File: src/fcr_consts.svh
// Purpose: offsets, field positions, reset values and timing counts of the flash register bank
// Assumes: register index n sits at byte address 4*n on the AXI4-Lite bus
// Notes:   definitions only
`ifndef FCR_CONSTS_SVH
`define FCR_CONSTS_SVH
// ==========================================================================
// register indices (byte address is four times the index)
`define FCR_IDX_CLKDIV   6'h00
`define FCR_IDX_SEC      6'h01
`define FCR_IDX_COMMAND_WORD_SELECT   6'h02
`define FCR_IDX_RSV0     6'h03
`define FCR_IDX_CNFG     6'h04
`define FCR_IDX_ERCNFG   6'h05
`define FCR_IDX_STAT     6'h06
`define FCR_IDX_ERSTAT   6'h07
`define FCR_IDX_PROGRAM_FLASH_PROTECTION    6'h08
`define FCR_IDX_DATA_FLASH_PROTECTION   6'h09
`define FCR_IDX_CCOBHI   6'h0A
`define FCR_IDX_CCOBLO   6'h0B
`define FCR_IDX_LAST     6'h13
// ==========================================================================
// field positions
`define FCR_BIT_LOADED   7
`define FCR_BIT_LOCK     6
`define FCR_BIT_COMMAND_COMPLETE_FLAG     7
`define FCR_BIT_COMMAND_COMPLETE_IRQ_ENABLE     7
`define FCR_BIT_IGNSF    4
`define FCR_BIT_FDFD     1
`define FCR_BIT_FSFD     0
// ==========================================================================
// bus answers, reset values, timing
`define FCR_RESP_OKAY    2'h0
`define FCR_RESP_SLVERR  2'h2
`define FCR_SEC_RESET    8'h00
`define FCR_CMD_TICKS    8'h04
`endif

File: src/fcr_pkg.sv
// Purpose: types of the flash register bank
// Assumes: fcr_consts.svh for all numbers
// Notes:   one packed struct holds all state of the top module except the check registers gap and div_chg
`default_nettype none
package fcr_pkg;
  // command engine states, one-hot
  typedef enum logic [1:0] {
    FCR_CMD_IDLE = 2'b01,
    FCR_CMD_RUN  = 2'b10
  } fcr_cmd_t;

  // whole state of the register bank
  typedef struct packed {
    logic             awready;
    logic             wready;
    logic             arready;
    logic             bvalid;
    logic             rvalid;
    logic [1:0]       bresp;
    logic [1:0]       rresp;
    logic [7:0]       rdata;
    logic             aw_have;
    logic             w_have;
    logic [5:0]       waddr;
    logic [7:0]       wdata;
    logic             wen;
    logic             loaded;
    logic             lock;
    logic [5:0]       div;
    logic [5:0]       div_cnt;
    logic             tick;
    logic [2:0]       command_word_select;
    logic [3:0]       cnfg;
    logic [1:0]       ercnfg;
    logic [7:0]       program_flash_protection;
    logic [7:0]       data_flash_protection;
    logic [7:0][15:0] ccob;
    fcr_cmd_t         cmd_st;
    logic [7:0]       cmd_cnt;
    logic             irq;
  } fcr_state_t;
endpackage
`default_nettype wire

File: src/fcr_regs.sv
// Purpose: flash controller register bank with clock divider, on AXI4-Lite
// Assumes: one clock aclk, synchronous active-low reset, 8-bit registers in byte lane 0
// Notes:   a small command timer stands in for the flash command engine
`include "fcr_consts.svh"
`timescale 1ns/100ps
`default_nettype none
module fcr_regs #(
  parameter logic [7:0] SEC_VALUE = `FCR_SEC_RESET,
  parameter logic [7:0] CMD_TICKS = `FCR_CMD_TICKS
) (
  // clock and reset
  input  wire logic        aclk,
  input  wire logic        aresetn,
  // write address and data
  input  wire logic [7:0]  awaddr,
  input  wire logic        awvalid,
  output var  logic        awready,
  input  wire logic [31:0] wdata,
  input  wire logic [3:0]  wstrb,
  input  wire logic        wvalid,
  output var  logic        wready,
  // write response
  output var  logic [1:0]  bresp,
  output var  logic        bvalid,
  input  wire logic        bready,
  // read
  input  wire logic [7:0]  araddr,
  input  wire logic        arvalid,
  output var  logic        arready,
  output var  logic [31:0] rdata,
  output var  logic [1:0]  rresp,
  output var  logic        rvalid,
  input  wire logic        rready,
  // block outputs
  output var  logic        cmd_complete_irq,
  output var  logic        tick_1mhz
);
  import fcr_pkg::*;

  fcr_state_t r;
  fcr_state_t s;
  logic       aw_now;
  logic       w_now;
  logic       wr_fire;
  logic [5:0] widx;
  logic [7:0] wd;
  logic       wen;
  logic       rd_fire;
  logic       command_complete_flag;

  // ==========================================================================
  // write request as seen this cycle, held or arriving
  assign aw_now  = r.aw_have | (awvalid & r.awready);
  assign w_now   = r.w_have | (wvalid & r.wready);
  assign wr_fire = aw_now & w_now & ~r.bvalid;
  assign widx    = r.aw_have ? r.waddr : awaddr[7:2];
  assign wd      = r.w_have ? r.wdata : wdata[7:0];
  assign wen     = r.w_have ? r.wen : wstrb[0];
  assign rd_fire = arvalid & r.arready;
  assign command_complete_flag    = (r.cmd_st == FCR_CMD_IDLE);

  // ==========================================================================
  // read data mux, unmapped and reserved locations read zero
  function automatic logic [7:0] fcr_rd(input fcr_state_t q, input logic [5:0] idx);
    logic [7:0] v;
    v = 8'h00;
    if (idx == `FCR_IDX_CLKDIV)
      v = {q.loaded, q.lock, q.div};
    else if (idx == `FCR_IDX_SEC)
      v = SEC_VALUE;
    else if (idx == `FCR_IDX_COMMAND_WORD_SELECT)
      v = {5'h00, q.command_word_select};
    else if (idx == `FCR_IDX_CNFG)
      v = {q.cnfg[3], 2'h0, q.cnfg[2], 2'h0, q.cnfg[1:0]};
    else if (idx == `FCR_IDX_ERCNFG)
      v = {6'h00, q.ercnfg};
    else if (idx == `FCR_IDX_STAT)
      v = {(q.cmd_st == FCR_CMD_IDLE), 7'h00};
    else if (idx == `FCR_IDX_PROGRAM_FLASH_PROTECTION)
      v = q.program_flash_protection;
    else if (idx == `FCR_IDX_DATA_FLASH_PROTECTION)
      v = q.data_flash_protection;
    else if (idx == `FCR_IDX_CCOBHI)
      v = q.ccob[q.command_word_select][15:8];
    else if (idx == `FCR_IDX_CCOBLO)
      v = q.ccob[q.command_word_select][7:0];
    return v;
  endfunction

  // ==========================================================================
  // next state
  always_comb
  begin
    s = r;
    // write address and data channels, taken in either order
    if (awvalid && r.awready)
    begin
      s.awready = 1'b0;
      s.aw_have = 1'b1;
      s.waddr   = awaddr[7:2];
    end
    if (wvalid && r.wready)
    begin
      s.wready = 1'b0;
      s.w_have = 1'b1;
      s.wdata  = wdata[7:0];
      s.wen    = wstrb[0];
    end
    // register write once both halves are present
    if (wr_fire)
    begin
      s.aw_have = 1'b0;
      s.w_have  = 1'b0;
      s.bvalid  = 1'b1;
      s.bresp   = (widx > `FCR_IDX_LAST) ? `FCR_RESP_SLVERR : `FCR_RESP_OKAY;
      if (wen)
      begin
        if (widx == `FCR_IDX_CLKDIV)
        begin
          s.loaded = 1'b1;
          if (!r.lock)
            s.div = wd[5:0];
          if (wd[`FCR_BIT_LOCK])
            s.lock = 1'b1;
        end
        else if (widx == `FCR_IDX_COMMAND_WORD_SELECT)
          s.command_word_select = wd[2:0];
        else if (widx == `FCR_IDX_CNFG)
          s.cnfg = {wd[`FCR_BIT_COMMAND_COMPLETE_IRQ_ENABLE], wd[`FCR_BIT_IGNSF], wd[`FCR_BIT_FDFD], wd[`FCR_BIT_FSFD]};
        else if (widx == `FCR_IDX_ERCNFG)
          s.ercnfg = wd[1:0];
        else if (widx == `FCR_IDX_STAT)
        begin
          if (wd[`FCR_BIT_COMMAND_COMPLETE_FLAG] && command_complete_flag)
          begin
            s.cmd_st  = FCR_CMD_RUN;
            s.cmd_cnt = 8'h00;
          end
        end
        else if (widx == `FCR_IDX_PROGRAM_FLASH_PROTECTION)
          s.program_flash_protection = wd;
        else if (widx == `FCR_IDX_DATA_FLASH_PROTECTION)
          s.data_flash_protection = wd;
        else if (widx == `FCR_IDX_CCOBHI)
          s.ccob[r.command_word_select][15:8] = wd;
        else if (widx == `FCR_IDX_CCOBLO)
          s.ccob[r.command_word_select][7:0] = wd;
        // other indices change nothing
      end
    end
    // write response handshake reopens both channels
    if (r.bvalid && bready)
    begin
      s.bvalid  = 1'b0;
      s.awready = 1'b1;
      s.wready  = 1'b1;
    end
    // read channel, data registered one cycle after the address
    if (rd_fire)
    begin
      s.arready = 1'b0;
      s.rvalid  = 1'b1;
      s.rdata   = fcr_rd(r, araddr[7:2]);
      s.rresp   = (araddr[7:2] > `FCR_IDX_LAST) ? `FCR_RESP_SLVERR : `FCR_RESP_OKAY;
    end
    if (r.rvalid && rready)
    begin
      s.rvalid  = 1'b0;
      s.arready = 1'b1;
    end
    // divide bus clock by divide field plus one
    if (r.div_cnt >= r.div)
    begin
      s.div_cnt = 6'h00;
      s.tick    = 1'b1;
    end
    else
    begin
      s.div_cnt = r.div_cnt + 6'h01;
      s.tick    = 1'b0;
    end
    // command timer counts divided ticks
    case (r.cmd_st)
      // idle keeps the count cleared so every launch starts from zero
      FCR_CMD_IDLE:
        s.cmd_cnt = 8'h00;
      FCR_CMD_RUN:
        if (r.tick)
        begin
          if (r.cmd_cnt >= CMD_TICKS - 8'h01)
            s.cmd_st = FCR_CMD_IDLE;
          else
            s.cmd_cnt = r.cmd_cnt + 8'h01;
        end
      default:
        s.cmd_st = FCR_CMD_IDLE;
    endcase
    s.irq = (s.cmd_st == FCR_CMD_IDLE) & s.cnfg[3];
  end

  // ==========================================================================
  // state register
  always_ff @(posedge aclk)
  begin
    if (!aresetn)
    begin
      r         <= '0;
      r.awready <= 1'b1;
      r.wready  <= 1'b1;
      r.arready <= 1'b1;
      r.cmd_st  <= FCR_CMD_IDLE;
    end
    else
      r <= s;
  end

  // ==========================================================================
  // outputs straight from the state register
  assign awready          = r.awready;
  assign wready           = r.wready;
  assign bvalid           = r.bvalid;
  assign bresp            = r.bresp;
  assign arready          = r.arready;
  assign rvalid           = r.rvalid;
  assign rresp            = r.rresp;
  assign rdata            = {24'h000000, r.rdata};
  assign cmd_complete_irq = r.irq;
  assign tick_1mhz        = r.tick;

  logic [6:0] gap;
  logic       div_chg;
  always_ff @(posedge aclk)
  begin
    if (!aresetn)
    begin
      // no reference tick yet after reset, so the first spacing is not judged
      gap     <= 7'h00;
      div_chg <= 1'b1;
    end
    else if (r.tick)
    begin
      gap     <= 7'h00;
      div_chg <= 1'b0;
    end
    else
    begin
      gap     <= gap + 7'h01;
      div_chg <= div_chg | (s.div != r.div);
    end
  end
endmodule
`default_nettype wire

File: config.mk
export PLATFORM = sky130hd
export DESIGN_NAME = fcr_regs
export DESIGN_NICKNAME = d
export VERILOG_FILES = /design/src/fcr_pkg.sv /design/src/fcr_regs.sv
export VERILOG_INCLUDE_DIRS = /design/src
export SDC_FILE = /design/constraint.sdc
export NUM_CORES = 1
export LEC_CHECK = 0
export ABC_CLOCK_PERIOD_IN_PS = 2000
export BUFFER_PORTS_ARGS = -buffer_cell sky130_fd_sc_hd__buf_2
export CAP_MARGIN = 25
export CORE_MARGIN = 3
export CORE_UTILIZATION = 54
export DETAILED_ROUTE_END_ITERATION = 8
export PLACE_DENSITY = 0.85
export SLEW_MARGIN = 20
export SYNTH_ARGS = -nofsm -noshare
export SYNTH_HDL_FRONTEND = slang
export SYNTH_SLANG_ARGS = --single-unit
File: constraint.sdc
create_clock -name aclk -period 2 [get_ports aclk]
set_input_delay 0.2 -clock aclk [delete_from_list [all_inputs] [get_ports aclk]]
set_output_delay 0.2 -clock aclk [all_outputs]
set_load 0.02 [all_outputs]
# Word level (Yosys, flattened, before mapping)
# Cells that the tools add are included.
[op_classes]
reduce_logical = 22
eq_ne = 20
n_bitwise = 18
n_lt_le_gt_ge = 6
n_mux = 46
n_addsub = 2
[op_table]
columns = ["operator", "count"]
rows = [
  ["$mux 160", 4],
  ["$mux 128", 3],
  ["$bwmux 128", 2],
  ["$mux 156", 1],
  ["$mux 154", 1],
  ["$mux 144", 1],
  ["$mux 136", 1],
  ["$mux 8", 15],
  ["$demux 16 s3", 2],
  ["$bmux 16 s3", 1],
  ["$eq 6x4->1 const B", 8],
  ["$eq 6x3->1 const B", 6],
  ["$mux 16", 2],
  ["$mux 10", 3],
  ["$pmux 8 s2", 1],
  ["$eq 6x2->1 const B", 2],
  ["$gt 6x5->1 const B", 2],
  ["$logic_not 6->1", 2],
  ["$reduce_and 4->1", 3],
  ["$not 1->1", 10],
  ["$reduce_and 10->1", 1],
  ["$reduce_and 9->1", 1],
  ["$add 8x1->8 const B", 1],
  ["$ge 8x2->1 const B", 1],
  ["21 further kinds", 40],
]
[totals]
inputBits = 59
reg_bits = 213
wordCells = 149

# Logic depth before layout (Yosys ltp)
[logic_depth]
ltp_word = 21
ltp_mapped = 10

# Worst setup path before layout
# OpenSTA, ideal clock, no wires.
[synth_path]
kind = "reg-to-reg"
start = "reg wready (netlist name)"
end = "reg with a tool-made name"
required_ps = 1884
n_path_buf = 0
arrival_ps = 1972
path_stages_with_launch = 7
path_slack_ps = -88
cell_sequence = "dfxtp_1 nand4b_1 a2111oi_2 nor4b_4 nand2_2 mux2i_1 nor2b_1"

==> metrics.csv <==
stage;metric;value;unit
cells_and_area;regArea;0.00424;mm²
timing;post-route-period-util;107;%
place;place.gp.congestion;0.902;
place;hpwl;17200;µm
routing;wl_per_cell;20.1;µm
clock_network;clkLatencyLatePin;520;ps
worst_setup_path;critPathMaxFanout;8;
timing;worst_slew_pin_slew;706;ps
cells_and_area;final_area;0.0126;mm²
run_status;outcome;finished, violations left;
global_routing;overflow;0;
synth;syn-instance-count;1110;
synth;yosysWarnings;0;
worst_setup_path;cp.required;2440;ps
synth;synth_common_cells;dfxtp_1 (211), mux2i_1 (155), nor2b_1 (143);
clock_network;clk_pin_slew;70;ps
worst_setup_path;critPathLaunchType;flop;
timing;timing.final.ws_setup;-144;ps
worst_setup_path;crit_chain;nand4b_1, buf_6, a2111oi_4, nor4b_4, buf_4, buf_12, nand2_8, mux2i_1, nor2b_1;
run_status;violations;setup timing;
synth;synth.distinct_cells;74;
global_routing;grt_pass1_vias;8332;
routing;drt-vias-per-instance;6.02;
routing;drt_first_pass_iters;6;
global_routing;antenna_found_initial;0;
clock_network;cts_sinks;211;
cells_and_area;nets;1259;
timing;slew_headroom;52.9;%
worst_setup_path;critPathKind;flop to flop;
cells_and_area;layout-drive-gt1-share;22.4;%
synth;syn_area_per_cell;9.44;µm²
routing;drc_errors;0;
floorplanning;num_rows;50;
timing;slew_violations;0;
worst_setup_path;reg2regPathDepth;9;
synth;ys_seq_area_share;40.3;%
floorplanning;die_h;145;µm
routing;num_vias;8807;
worst_setup_path;timing.rr.start;r[194];
clock_network;clockBufferDepth;3;
worst_setup_path;crit_path_end_kind;flop;
floorplanning;start_util;55.5;%
timing;period_needed;2140;ps
global_routing;grt_pass1_wl;43300;µm
global_routing;grt_max_degree;98;
timing;max_freq;0.466;GHz
synth;synth_edf_count;0;
timing;hold_viol_final;0;
synth;synth-main-ff-cell;dfxtp_1;
synth;synth_top_area_share;40.3;%
timing;setup_viol;75;
worst_setup_path;cpPeakStageDelay;350;ps
synth;syn_area;0.0105;mm²
synth;synth_seq_cells;211;
routing;drt_iter0_markers;1028;
worst_setup_path;cp.arrival;2580;ps
floorplanning;design.core.area;0.0189;mm²
timing;rsz0062_at_grt;yes;
pwr;p_leak;5.19;nW
pwr;power;9.32;mW
global_routing;grt_usage;24.5;%
floorplanning;io_pins;102;
routing;drt_wl_total;29400;µm
clock_network;numCtsBuffers;23;
place;post-place-ws;-65.8;ps
synth;yosysMostFrequentCell;dfxtp_1;
floorplanning;dieArea;0.0211;mm²
clock_network;cts_tree;built;
synth;synth.top_cells.by_area;dfxtp_1 (40%), mux2i_1 (15%), nor2b_1 (8.5%);
cells_and_area;syn2layout_area_growth;20.6;%
floorplanning;dieWidth;145;µm
worst_setup_path;cp_slowest_cell;a2111oi_4;
cells_and_area;final.fill_count;1300;
hold_path;hp-class;input pin to flop;
timing;fin_skew;19.8;ps
pwr;p_per_area;738;mW/mm²
worst_setup_path;critPathLaunch;r[194];
job;cap_violations;0;
cells_and_area;diodes;0;
place;post_dp_cell_area;0.0111;mm²
cells_and_area;multi_input_area;0.00604;mm²
place;port_buffers;44;
worst_setup_path;reg2reg_slack;-140;ps
pwr;vdd_drop_max;0.000505;V
synth;yosysTopAreaCell;dfxtp_1;
clock_network;clockRootBuffer;clkbuf_16;
clock_network;htreeDepth;1;
routing;antenna_left;0;
synth;async_reset_ff_share;0;%
-- area by class of cell --
class / instances / area share, %
flip-flops and latches: 211 / 33.5
well taps: 260 / 2.57
clock buffers: 32 / 5.22
repair buffers: 146 / 9.71
inverters: 16 / 0.475
clock inverters: 7 / 0.693
multi-input cells: 792 / 47.8
-- cell families after synthesis --
group	after synthesis	share of synthesized area, %
flops	211	40.3
xor+xnor	4	0.334
compound gates	182	12.4
other cells	1	0.0358
buf+inv	132	6.54
fa+ha+maj	10	1.19
simple gates	390	20.8
mux	180	18.4
-- what timing repair did --
item	CTS	global route
endpoints found under the hold margin	15	0
setup buffers	3	10
cloned	0	2
endpoints found under the setup margin	103	168
gates resized for setup	16	80
hold buffers	17	0
pin swaps	5	37
-- stage by stage --
stage          hold WS (ps)  utilization (%)  TNS, ps  std cells
6_report               45.2             66.9    -3700       1464
5_1_grt                31.6             66.9   -11630       1464
2_1_floorplan           293                -        0       1135
3_5_place_dp            428             58.9     -991       1393
3_3_place_gp            421             58.9    -69.7       1393
4_1_cts                26.7             64.3     -689       1452
-- layout by cell type (no fill, tap or decap), drive strengths merged, types with 5 or more instances in the layout --
master       instances
and2                15
a21oi               23
buf                128
a211oi               8
clkbuf              33
mux2                17
o221ai               5
ha                  10
mux2i              155
mux4                 8
a21boi              38
dlygate4sd3         17
nand3               42
a22oi                9
nand2b               6
nor3b                7
o21ai               35
conb                26
dfxtp              211
nor2b              143
nor3                 8
nor2                41
a31oi                6
nand2              103
a221oi              16
inv                 16
a21o                 5
-- power by group --
part           internal, mW  switching (mW)
clock                  2.54            1.69
combinational         0.293           0.501
sequential             4.25          0.0428
-- per-layer routing --
| layer | global-route usage, % | vias to the layer above | routed length [µm] |
|---|---|---|---|
| met2 | 41.7 | 501 | 14300 |
| met4 | 8.78 | 0 | 1200 |
| met1 | 31.6 | 4215 | 11400 |
| met5 | 0 | - | 0 |
| met3 | 4.18 | 117 | 2530 |
| li1 | - | 3974 | - |
-- worst min-delay path by stage --
stage / startpoint / endpoint / slack [ps] / depth (start not counted)
global route: awaddr[7] / r[193] / 30 / 3
CTS: awaddr[7] / r[193] / 30 / 3
finish: awaddr[7] / r[193] / 50 / 3
detailed placement: wvalid / wready / 430 / 2
floorplan: wvalid / wready / 290 / 1
global placement: wvalid / wready / 420 / 2
-- critical path: cells and delay by family, from the launching register on --
kind                   cells  cell delay, ps
AOI/OAI and AO/OA          1             350
buffers and inverters      3             500
DFF                        1             330
muxes                      1             130
and+or+nand+nor            4             750
Power figures use the tool's default switching activity.
